--- src/common/asp_defines.svh ---
// Constants of the converter serial host port: command codes, field
// positions of the configuration word, reset values and timing counts.
// Assumes inclusion by bare name from the rtl files.
`ifndef ASP_DEFINES_SVH
`define ASP_DEFINES_SVH

`define ASP_CMD_CH_LAST 4'h7
`define ASP_CMD_PWR_DOWN 4'h8
`define ASP_CMD_READ_CFG 4'h9
`define ASP_CMD_WRITE_CFG 4'hA
`define ASP_CMD_TEST_MID 4'hB
`define ASP_CMD_TEST_LOW 4'hC
`define ASP_CMD_TEST_HIGH 4'hD
`define ASP_CMD_FIFO_READ 4'hE
`define ASP_CMD_RESERVED 4'hF

`define ASP_CMD_MSB 15
`define ASP_CMD_LSB 12
`define ASP_CMD_BITS 4'h4
`define ASP_LAST_EDGE 4'hF
`define ASP_RES_PAD 6'h00
`define ASP_CFG_PAD 4'h0

`define ASP_CFG_MODE_HI 6
`define ASP_CFG_MODE_LO 5
`define ASP_CFG_SCLK_SRC 4
`define ASP_CFG_INT_SEL 0
`define ASP_MODE_ONE_SHOT 2'h0

`define ASP_CFG_RST 12'h000
`define ASP_RES_RST 10'h000
`define ASP_CHAN_RST 4'h0
// Resting pin levels in synchroniser order: select, sync, clock, data,
// start, power; select, sync, start and power rest high.
`define ASP_PIN_IDLE 6'h33

`define ASP_CLK_NS 100
`define ASP_OSC_NS 400
`define ASP_OSC_CYC (`ASP_OSC_NS / `ASP_CLK_NS)

`endif

--- src/common/asp_pkg.sv ---
// Types of the converter serial host port.
// Assumes nothing beyond the compile order.
package asp_pkg;

    typedef enum logic [1:0] {
        ASP_IDLE = 2'b00,
        ASP_WAIT_FS = 2'b01,
        ASP_SHIFT = 2'b10,
        ASP_DONE = 2'b11
    } asp_frame_e;

    typedef struct packed {
        asp_frame_e frame;
        logic cs_d;
        logic fs_d;
        logic sck_d;
        logic cb_d;
        logic fs_mode;
        logic [3:0] bit_cnt;
        logic [15:0] in_sh;
        logic [15:0] out_sh;
        logic so;
        logic so_oe;
        logic [11:0] cfg;
        logic [3:0] chan;
        logic [3:0] cmd;
        logic cmd_stb;
        logic cmd_bad;
        logic sampling;
        logic conv_go;
        logic busy;
        logic status;
        logic pwr_on;
        logic [7:0] osc_cnt;
        logic conv_tick;
        logic [9:0] last_res;
    } asp_state_s;

endpackage : asp_pkg

--- src/common/asp_stream_if.sv ---
// Valid/ready word carrier between the port modules.
// Assumes source and sink share one clock.
`timescale 1ns/1ns
interface asp_stream_if #(
    parameter int W = 10
);
    logic [W-1:0] data;
    logic valid;
    logic ready;

    modport src (output data, output valid, input ready);
    modport snk (input data, input valid, output ready);
endinterface : asp_stream_if

--- src/rtl/asp_sync.sv ---
// Two-flop synchroniser for a group of pin levels.
// Assumes the inputs are asynchronous to clk.
`timescale 1ns/1ns
module asp_sync #(
    parameter int W = 1,
    parameter logic [W-1:0] RST_VAL = '0
) (
    input wire logic clk,
    input wire logic sys_rst,
    input wire logic [W-1:0] d,
    output logic [W-1:0] q
);
    logic [W-1:0] meta;
    logic [W-1:0] next_meta;
    logic [W-1:0] next_q;

    always_comb begin
        next_meta = d;
        next_q = meta;
    end

    always_ff @(posedge clk) begin
        if (sys_rst) begin
            meta <= RST_VAL;
            q <= RST_VAL;
        end else begin
            meta <= next_meta;
            q <= next_q;
        end
    end
endmodule : asp_sync

--- src/rtl/asp_buf.sv ---
// Small FIFO of conversion results, flip-flop storage.
// Assumes both sides on clk; ready on the filling side is a flop.
`timescale 1ns/1ns
module asp_buf #(
    parameter int W = 10,
    parameter int DEPTH = 2
) (
    input wire logic clk,
    input wire logic sys_rst,
    asp_stream_if.snk fill,
    asp_stream_if.src drain
);
    localparam int AW = (DEPTH > 1) ? $clog2(DEPTH) : 1;
    localparam int CW = $clog2(DEPTH + 1);

    logic [W-1:0] mem [DEPTH];
    logic [AW-1:0] wr_ptr, rd_ptr, next_wr, next_rd;
    logic [CW-1:0] count, next_count;
    logic room, next_room;
    logic push, pop;

    function automatic logic [AW-1:0] bump(input logic [AW-1:0] p);
        bump = (p == AW'(DEPTH - 1)) ? '0 : AW'(p + 1'b1);
    endfunction : bump

    assign fill.ready = room;
    assign drain.valid = (count != '0);
    assign drain.data = mem[rd_ptr];

    always_comb begin
        push = fill.valid & room;
        pop = drain.ready & (count != '0);
        next_wr = push ? bump(wr_ptr) : wr_ptr;
        next_rd = pop ? bump(rd_ptr) : rd_ptr;
        next_count = CW'(count + CW'(push) - CW'(pop));
        next_room = (next_count != CW'(DEPTH));
    end

    always_ff @(posedge clk) begin
        if (sys_rst) begin
            wr_ptr <= '0;
            rd_ptr <= '0;
            count <= '0;
            room <= 1'b1;
        end else begin
            wr_ptr <= next_wr;
            rd_ptr <= next_rd;
            count <= next_count;
            room <= next_room;
        end
        if (push) begin
            mem[wr_ptr] <= fill.data;
        end
    end
endmodule : asp_buf

--- src/rtl/asp_port.sv ---
// Serial host port and conversion control of a 10-bit converter.
// Assumes all pins asynchronous to clk; serial clock far slower than clk.
// Converter core hands results over res_data/res_valid on clk.
`timescale 1ns/1ns
`include "asp_defines.svh"

// Notes on behaviour
// - Chip select fall clears bit counter, opens input, drives output.
// - Input stops after 16 counted edges or chip select rise.
// - Output released to high impedance after chip select rises.
// - Start pin fall begins sampling; rise holds and starts conversion.
// - Start pin works without serial clock and with chip select high.
// - End-of-conversion status low from sampling end to result, mode 00.
// - Interrupt status falls on result; chip select fall or sync rise clears.
// - Interrupt fall releases serial output even inside a frame.
// - Sync low at chip select fall keeps input off until sync pulse.
// - Frame sync fall clears bit counter and opens input.
// - In sync mode output released after sixteenth bit.
// - Power pin low turns analog off; select or start restarts.
// - Serial clock shifts input and may clock the conversion.
// - Input MSB first; top four bits decoded as command, variant limits.
// - Without sync, input captured on rising serial clock edges.
// - With sync, input captured on falling serial clock edges.
// - Output stays released until MSB is driven.
// - Sync high at select fall: MSB at once, rising edges update.
// - Sync low at select fall: MSB at once, falling edges update.
// - Conversion frames send previous 10-bit result then six pad bits.
// - Configuration read places register in the last 12 bits.
module asp_port #(
    parameter bit FOUR_CH = 1'b0,
    parameter int DEPTH = 2,
    parameter int OSC_CYC = `ASP_OSC_CYC
) (
    input wire logic clk,
    input wire logic sys_rst,
    input wire logic cs_n,
    input wire logic frame_sync,
    input wire logic sclk,
    input wire logic serial_in,
    input wire logic conv_begin_n,
    input wire logic power_off_pin,
    input wire logic [9:0] res_data,
    input wire logic res_valid,
    output logic res_ready,
    output logic serial_out,
    output logic serial_out_oe,
    output logic status_n,
    output logic sample_hold,
    output logic conv_go,
    output logic conv_clk_tick,
    output logic analog_on,
    output logic [11:0] config_word,
    output logic [3:0] chan_sel,
    output logic [3:0] cmd_code,
    output logic cmd_strobe,
    output logic cmd_invalid
);
    asp_pkg::asp_state_s st, nx;
    logic cs_s, fs_s, sck_s, si_s, cb_s, pw_s;
    logic cs_fall, cs_rise, fs_fall, fs_rise, sck_rise, sck_fall;
    logic cb_fall, cb_rise, act, push, take, int_mode;
    logic [15:0] word, load;

    asp_stream_if #(.W(10)) res_in ();
    asp_stream_if #(.W(10)) res_out ();

    // Synchroniser flops start at the resting pin levels; anything else
    // would show the edge detectors a false edge right after reset.
    asp_sync #(.W(6), .RST_VAL(`ASP_PIN_IDLE)) u_sync (
        .clk(clk),
        .sys_rst(sys_rst),
        .d({cs_n, frame_sync, sclk, serial_in, conv_begin_n,
            power_off_pin}),
        .q({cs_s, fs_s, sck_s, si_s, cb_s, pw_s})
    );

    // Two results may queue while the host is slow to read; the core
    // stalls on res_ready once both are taken.
    asp_buf #(.W(10), .DEPTH(DEPTH)) u_buf (
        .clk(clk),
        .sys_rst(sys_rst),
        .fill(res_in.snk),
        .drain(res_out.src)
    );

    assign res_in.data = res_data;
    assign res_in.valid = res_valid;
    assign res_ready = res_in.ready;
    assign res_out.ready = take;

    // Reserved code refused; the four-channel part has no odd channels.
    function automatic logic cmd_ok(input logic [3:0] c, input bit four);
        cmd_ok = (c != `ASP_CMD_RESERVED) &&
            !(four && (c <= `ASP_CMD_CH_LAST) && c[0]);
    endfunction : cmd_ok

    // Acts on a finished or cut-short frame; writes need all 16 bits.
    function automatic asp_pkg::asp_state_s run_cmd(
        input asp_pkg::asp_state_s s,
        input logic [15:0] w,
        input logic full
    );
        logic [3:0] c;
        c = w[`ASP_CMD_MSB:`ASP_CMD_LSB];
        s.cmd = c;
        s.cmd_stb = 1'b1;
        s.cmd_bad = !cmd_ok(c, FOUR_CH);
        if (!s.cmd_bad) begin
            if (c <= `ASP_CMD_CH_LAST || (c >= `ASP_CMD_TEST_MID &&
                    c <= `ASP_CMD_TEST_HIGH)) begin
                s.chan = c;
            end else if (c == `ASP_CMD_PWR_DOWN) begin
                s.pwr_on = 1'b0;
            end else if (c == `ASP_CMD_WRITE_CFG && full) begin
                s.cfg = w[11:0];
            end
        end
        return s;
    endfunction : run_cmd

    // Edge history matches the synchroniser's resting levels.
    function automatic asp_pkg::asp_state_s rst_state();
        asp_pkg::asp_state_s s;
        s = '0;
        s.frame = asp_pkg::ASP_IDLE;
        s.cs_d = 1'b1;
        s.fs_d = 1'b1;
        s.cb_d = 1'b1;
        s.status = 1'b1;
        s.pwr_on = 1'b1;
        s.cfg = `ASP_CFG_RST;
        s.chan = `ASP_CHAN_RST;
        s.last_res = `ASP_RES_RST;
        return s;
    endfunction : rst_state

    always_comb begin
        nx = st;
        nx.cmd_stb = 1'b0;
        nx.conv_go = 1'b0;
        nx.conv_tick = 1'b0;
        nx.cs_d = cs_s;
        nx.fs_d = fs_s;
        nx.sck_d = sck_s;
        nx.cb_d = cb_s;
        cs_fall = st.cs_d & ~cs_s;
        cs_rise = ~st.cs_d & cs_s;
        fs_fall = st.fs_d & ~fs_s;
        fs_rise = ~st.fs_d & fs_s;
        sck_rise = ~st.sck_d & sck_s;
        sck_fall = st.sck_d & ~sck_s;
        cb_fall = st.cb_d & ~cb_s;
        cb_rise = ~st.cb_d & cb_s;
        act = st.fs_mode ? sck_fall : sck_rise;
        word = {st.in_sh[14:0], si_s};
        push = res_valid & res_in.ready;
        int_mode = st.cfg[`ASP_CFG_INT_SEL];
        take = 1'b0;
        load = {st.last_res, `ASP_RES_PAD};

        // Power and restart; the pin wins over a restart in one cycle
        if (pw_s && !st.pwr_on && (cs_fall || cb_fall)) begin
            nx.pwr_on = 1'b1;
        end
        if (!pw_s) begin
            nx.pwr_on = 1'b0;
        end

        // Sampling runs off the start and power pins alone, whatever the frame does
        if (cb_fall && pw_s) begin
            nx.sampling = 1'b1;
        end else if (cb_rise && st.sampling) begin
            nx.sampling = 1'b0;
            nx.conv_go = 1'b1;
            nx.busy = 1'b1;
        end
        if (push) begin
            nx.busy = 1'b0;
        end

        // Conversion clock: internal divider or serial clock rises
        // Divider runs freely, so the first tick of a conversion comes
        // anywhere up to OSC_CYC cycles after the start.
        nx.osc_cnt = (st.osc_cnt == 8'(OSC_CYC - 1)) ? 8'h00 :
            8'(st.osc_cnt + 8'h01);
        if (st.busy) begin
            nx.conv_tick = st.cfg[`ASP_CFG_SCLK_SRC] ? sck_rise :
                (st.osc_cnt == 8'h00);
        end

        unique case (st.frame)
            asp_pkg::ASP_IDLE: begin
                if (cs_fall) begin
                    take = res_out.valid;
                    if (res_out.valid) begin
                        load = {res_out.data, `ASP_RES_PAD};
                        nx.last_res = res_out.data;
                    end
                    nx.bit_cnt = 4'h0;
                    nx.fs_mode = ~fs_s;
                    nx.out_sh = load;
                    nx.so = load[15];
                    nx.so_oe = 1'b1;
                    nx.frame = fs_s ? asp_pkg::ASP_SHIFT :
                        asp_pkg::ASP_WAIT_FS;
                end
            end
            asp_pkg::ASP_WAIT_FS: begin
                if (fs_fall) begin
                    nx.bit_cnt = 4'h0;
                    nx.frame = asp_pkg::ASP_SHIFT;
                end
            end
            asp_pkg::ASP_SHIFT: begin
                if (act) begin
                    nx.in_sh = word;
                    nx.bit_cnt = 4'(st.bit_cnt + 4'h1);
                    if (st.bit_cnt == `ASP_LAST_EDGE) begin
                        nx.frame = asp_pkg::ASP_DONE;
                        nx = run_cmd(nx, word, 1'b1);
                        if (st.fs_mode) begin
                            nx.so_oe = 1'b0;
                        end
                    end else if (st.bit_cnt == 4'(`ASP_CMD_BITS - 4'h1) &&
                            word[3:0] == `ASP_CMD_READ_CFG) begin
                        // First four bits out are result bits the host
                        // ignores; the register fills the last twelve.
                        nx.out_sh = {st.cfg, `ASP_CFG_PAD};
                        nx.so = st.cfg[11];
                    end else begin
                        nx.out_sh = {st.out_sh[14:0], 1'b0};
                        nx.so = st.out_sh[14];
                    end
                end
            end
            asp_pkg::ASP_DONE: begin
                nx.frame = asp_pkg::ASP_DONE;
            end
        endcase

        // A frame cut short still acts on a complete command field
        if (cs_rise && st.frame != asp_pkg::ASP_IDLE) begin
            nx.frame = asp_pkg::ASP_IDLE;
            nx.so_oe = 1'b0;
            if (st.frame == asp_pkg::ASP_SHIFT &&
                    st.bit_cnt >= `ASP_CMD_BITS) begin
                nx = run_cmd(nx, 16'(st.in_sh << (5'd16 - 5'(st.bit_cnt))),
                    1'b0);
            end
        end

        // Status pin: end-of-conversion or data-ready interrupt
        // A result arriving with a clear in one cycle keeps the flag low,
        // so no interrupt is lost.
        if (int_mode) begin
            if (cs_fall || fs_rise) begin
                nx.status = 1'b1;
            end
            if (push) begin
                nx.status = 1'b0;
            end
            if (st.status && !nx.status) begin
                nx.so_oe = 1'b0;
            end
        end else if (st.cfg[`ASP_CFG_MODE_HI:`ASP_CFG_MODE_LO] ==
                `ASP_MODE_ONE_SHOT) begin
            if (nx.conv_go) begin
                nx.status = 1'b0;
            end else if (push) begin
                nx.status = 1'b1;
            end
        end else begin
            nx.status = 1'b1;
        end
    end

    // One register holds all state outside the synchroniser and buffer; every pin below comes from it.
    always_ff @(posedge clk) begin
        if (sys_rst) begin
            st <= rst_state();
        end else begin
            st <= nx;
        end
    end

    // Output enable and data share the register so they move together.
    assign serial_out = st.so;
    assign serial_out_oe = st.so_oe;
    assign status_n = st.status;
    assign sample_hold = st.sampling;
    assign conv_go = st.conv_go;
    assign conv_clk_tick = st.conv_tick;
    assign analog_on = st.pwr_on;
    assign config_word = st.cfg;
    assign chan_sel = st.chan;
    assign cmd_code = st.cmd;
    assign cmd_strobe = st.cmd_stb;
    assign cmd_invalid = st.cmd_bad;
endmodule : asp_port

--- config.mk ---
export PLATFORM = sky130hd
export DESIGN_NAME = asp_port
export DESIGN_NICKNAME = d
export VERILOG_FILES = /design/src/common/asp_pkg.sv /design/src/common/asp_stream_if.sv /design/src/rtl/asp_sync.sv /design/src/rtl/asp_buf.sv /design/src/rtl/asp_port.sv
export VERILOG_INCLUDE_DIRS = /design/src /design/src/common
export SDC_FILE = /design/constraint.sdc
export NUM_CORES = 1
export LEC_CHECK = 0
export ABC_AREA = 1
export BUFFER_PORTS_ARGS = -buffer_cell sky130_fd_sc_hd__buf_2
export CELL_PAD_IN_SITES_DETAIL_PLACEMENT = 2
export CELL_PAD_IN_SITES_GLOBAL_PLACEMENT = 2
export CORE_AREA = 2 2 135 137
export DETAILED_ROUTE_END_ITERATION = 10
export DIE_AREA = 0 0 137 139
export GPL_ROUTABILITY_DRIVEN = 1
export PLACE_DENSITY_LB_ADDON = 0.15
export SLEW_MARGIN = 20
export SYNTH_ARGS = -nofsm -noshare
export SYNTH_HDL_FRONTEND = slang
export SYNTH_HIERARCHICAL = 1
export SYNTH_SLANG_ARGS = --single-unit
--- constraint.sdc ---
create_clock -name clk -period 2.8 [get_ports clk]
set_clock_uncertainty 0.05 [all_clocks]
set_input_delay 0.7 -clock clk [delete_from_list [all_inputs] [get_ports clk]]
set_output_delay 0.7 -clock clk [all_outputs]
set_load 0.005 [all_outputs]
==> qor.txt <==
layout cells sized above 1: 18.4%
chip width: 137 um
final setup vio count: 0
Worst EP required: 3060 ps
Crit Path Category: reg -> reg
leakage: 3.10 nW
Max VDD drop: 0.464 mV
DRC: 0
Post-CTS Hold Fix Bufs: 0
final std cells w/o fill: 1,055
synthesized net count: 817
routed len/inst: 17.4 um
Iter 0 DRT Violations: 210
worst slew pin tran: 807 ps
site row count: 49
vias in the first global route: 5,933
fin util: 40.1%
deepest clock path buffer count: 2
initial antenna violation count: 0
fin crit share: 85.8%
fin nets: 842
post-synthesis simple-gate area fraction: 23.0%
Max H-tree Level: 4
CTS tree: done
r2r worst-path depth: 13
Detailed Place HPWL: 13,400 um
first-pass GRT wire length: 31,000 um
vias per inst: 5.03
Layout area overhead: 13.7%
status: finished clean
Post-Syn Area: 0.00623 mm^2
Area contributors post-synth: dfxtp_1, edfxtp_1, nand2_1
Top FF cell, synth: dfxtp_1
Detailed Route WL: 18,300 um
Inst Count DP: 1,023
Hold Path Depth: 2
post_cts resized: 0
max_slew headroom: 46.0%
max_cap viols: 0
sequential share of the synthesized area: 44.0%
PwrDens: 924 mW/mm^2
Critical path buffers and inverters: 3
post-synthesis cell count: 788
TritonCTS buffer count: 17
Post-CTS Setup Repair Bufs: 0
Max Freq: 0.416 GHz
mux contribution to synthesized area: 4.38%
share of the synthesized area in the top cell type: 34.4%
Hold WC Path Type: reg -> reg
Post-synth ARST share: 0%
GRT overflow: 0
root buffer cell: clkbuf_16
antenna cells: 0
max-slew violations: 0
vias post-DR: 5,307
CP startpoint kind: register
Initial Util: 35.3%
count of state elements after synthesis: 127
largest net degree at the start of global routing: 43
Slowest-stage cell, CP: ha_2
TritonRoute pass-1 iters: 4
post-synthesis xor/xnor area fraction: 0.141%
compound-cell area share of the yosys netlist: 14.4%
critical-path maximum fanout: 17
CP max stage delay: 560 ps
CP Cell Sequence: inv_1, ha_2, inv_4, nand3_1, nand3_1, o21ai_1, nor2_1, nor2_1, nand3_2, nand3_2, nand2_1, inv_1, nor2_1
clk sink count: 127
Synth Area in Adders: 2.01%
Die H: 139 um
# IOs: 49
Netlist cell types: 45
final hold viol count: 0
final antenna-violating net count: 0
clock slew at reported path FFs: 60 ps
RSZ-0062 raised after global routing: false
WHS: 360 ps
crit end category: register
Final GP Congestion: 0.812
Power Total: 6.54 mW
die area: 0.0190 mm^2
core area: 0.0177 mm^2
sum of negative setup slack: 0 ps
largest family of logic cells by synthesized area: simple AND/OR/NAND/NOR gates
clk_lat worst skew: 420 ps
most frequent CP cell: nor2_1
Post-synth EDFFs: 20
Final min period: 2400 ps
Crit path depth: 13
synth warn: 6
syn_area_per_cell: 7.90 um^2
total global-route track usage: 20.7%
dominant cell type by area after synthesis: dfxtp_1
Worst EP arrival: 2670 ps
PortBufs: 48
CP delay by family, top: simple AND/OR/NAND/NOR gates
==> tightest hold or removal path, stage by stage, from the launching register on <==
cell	delay, ps
dfxtp_1	300
inv_1	40
nor2_1	30
==> synth_stat cells (3+ instances only) <==
library cell	n
nor2_1	52
ha_1	10
nand3_2	4
mux2_4	10
edfxtp_1	20
a21oi_2	4
buf_2	10
nand4_1	4
a211oi_1	7
nor2_4	3
clkbuf_1	13
nand3_1	71
dfxtp_1	107
buf_6	5
inv_2	11
nor3_1	9
o21ai_0	47
inv_1	96
a21oi_1	63
nor3_4	3
nand2_1	142
o211ai_1	12
nor4_1	3
a31oi_1	3
o21ai_1	14
buf_4	25
nand2_2	6
mux2_2	10
nor2_2	3
==> flip-flops by register name, indices dropped and copies added, names as in the netlist, named ones only <==
signal,count
analog_on,1
chan_sel,4
cmd_code,4
cmd_invalid,1
cmd_strobe,1
config_word,12
conv_clk_tick,1
conv_go,1
sample_hold,1
serial_out_oe,1
st,61
status_n,1
u_buf/count,2
u_buf/fill.ready,1
u_buf/mem,20
u_buf/rd_ptr,1
u_buf/wr_ptr,1
u_sync/meta,6
u_sync/q,6
==> layout by cell type (no fill, tap or decap), types with 9 or more instances in the layout <==
cell | netlist | final
a21oi_1 | 63 | 63
buf_2 | 10 | 48
buf_4 | 25 | 10
clkbuf_16 | 0 | 17
dfxtp_1 | 107 | 107
edfxtp_1 | 20 | 20
ha_1 | 10 | 9
inv_1 | 96 | 96
inv_2 | 11 | 11
mux2_2 | 10 | 10
mux2_4 | 10 | 10
nand2_1 | 142 | 142
nand3_1 | 71 | 71
nor2_1 | 52 | 52
nor3_1 | 9 | 9
o211ai_1 | 12 | 12
o21ai_0 | 47 | 47
o21ai_1 | 14 | 14
==> worst paths after layout <==
path / startpoint / endpoint / slack, ps
min reg2reg: u_sync/meta[2] / u_sync/q[2] / 360
max reg2reg: st[81] / chan_sel[0] / 400
max: st[81] / chan_sel[0] / 400
min: u_sync/meta[2] / u_sync/q[2] / 360
==> final cells by class <==
cell class,instances,area [um^2]
Clock buffer,17,425
Sequential cell,127,2740
Timing Repair Buffer,59,335
Tap cell,229,287
Fill cell,2031,10600
Clock inverter,15,145
Inverter,108,408
Multi-Input combinational cell,500,2740
==> report_power, final <==
group,leakage (nW),internal (mW),total [mW],switching [mW]
combinational,1.76,0.719,2.22,1.50
clock,0.284,1.30,2.16,0.857
sequential,1.06,2.04,2.16,0.121
total,3.10,4.06,6.54,2.48
==> kinds of logic after synthesis <==
kind of cell,Yosys count
mux,21
buf+inv,161
flops,127
xor+xnor,1
compound gates,160
fa+ha+maj,10
simple gates,308
==> metrics by stage <==
stage | setup WS (ps) | area (um^2)
2_1_floorplan | 722 | 6230
3_3_place_gp | 410 | 6510
3_5_place_dp | 229 | 6510
4_1_cts | 226 | 7080
5_1_grt | 184 | 7080
6_report | 396 | 7080
==> layer usage <==
metal	vias to the layer above	wire length (um)	GRT usage, %
met1	2605	8010	24.7
met3	19	435	4.50
met2	56	9650	37.5
met4	0	235	5.10
li1	2627	-	-
met5	-	0	0
Power figures use the tool's default switching activity.
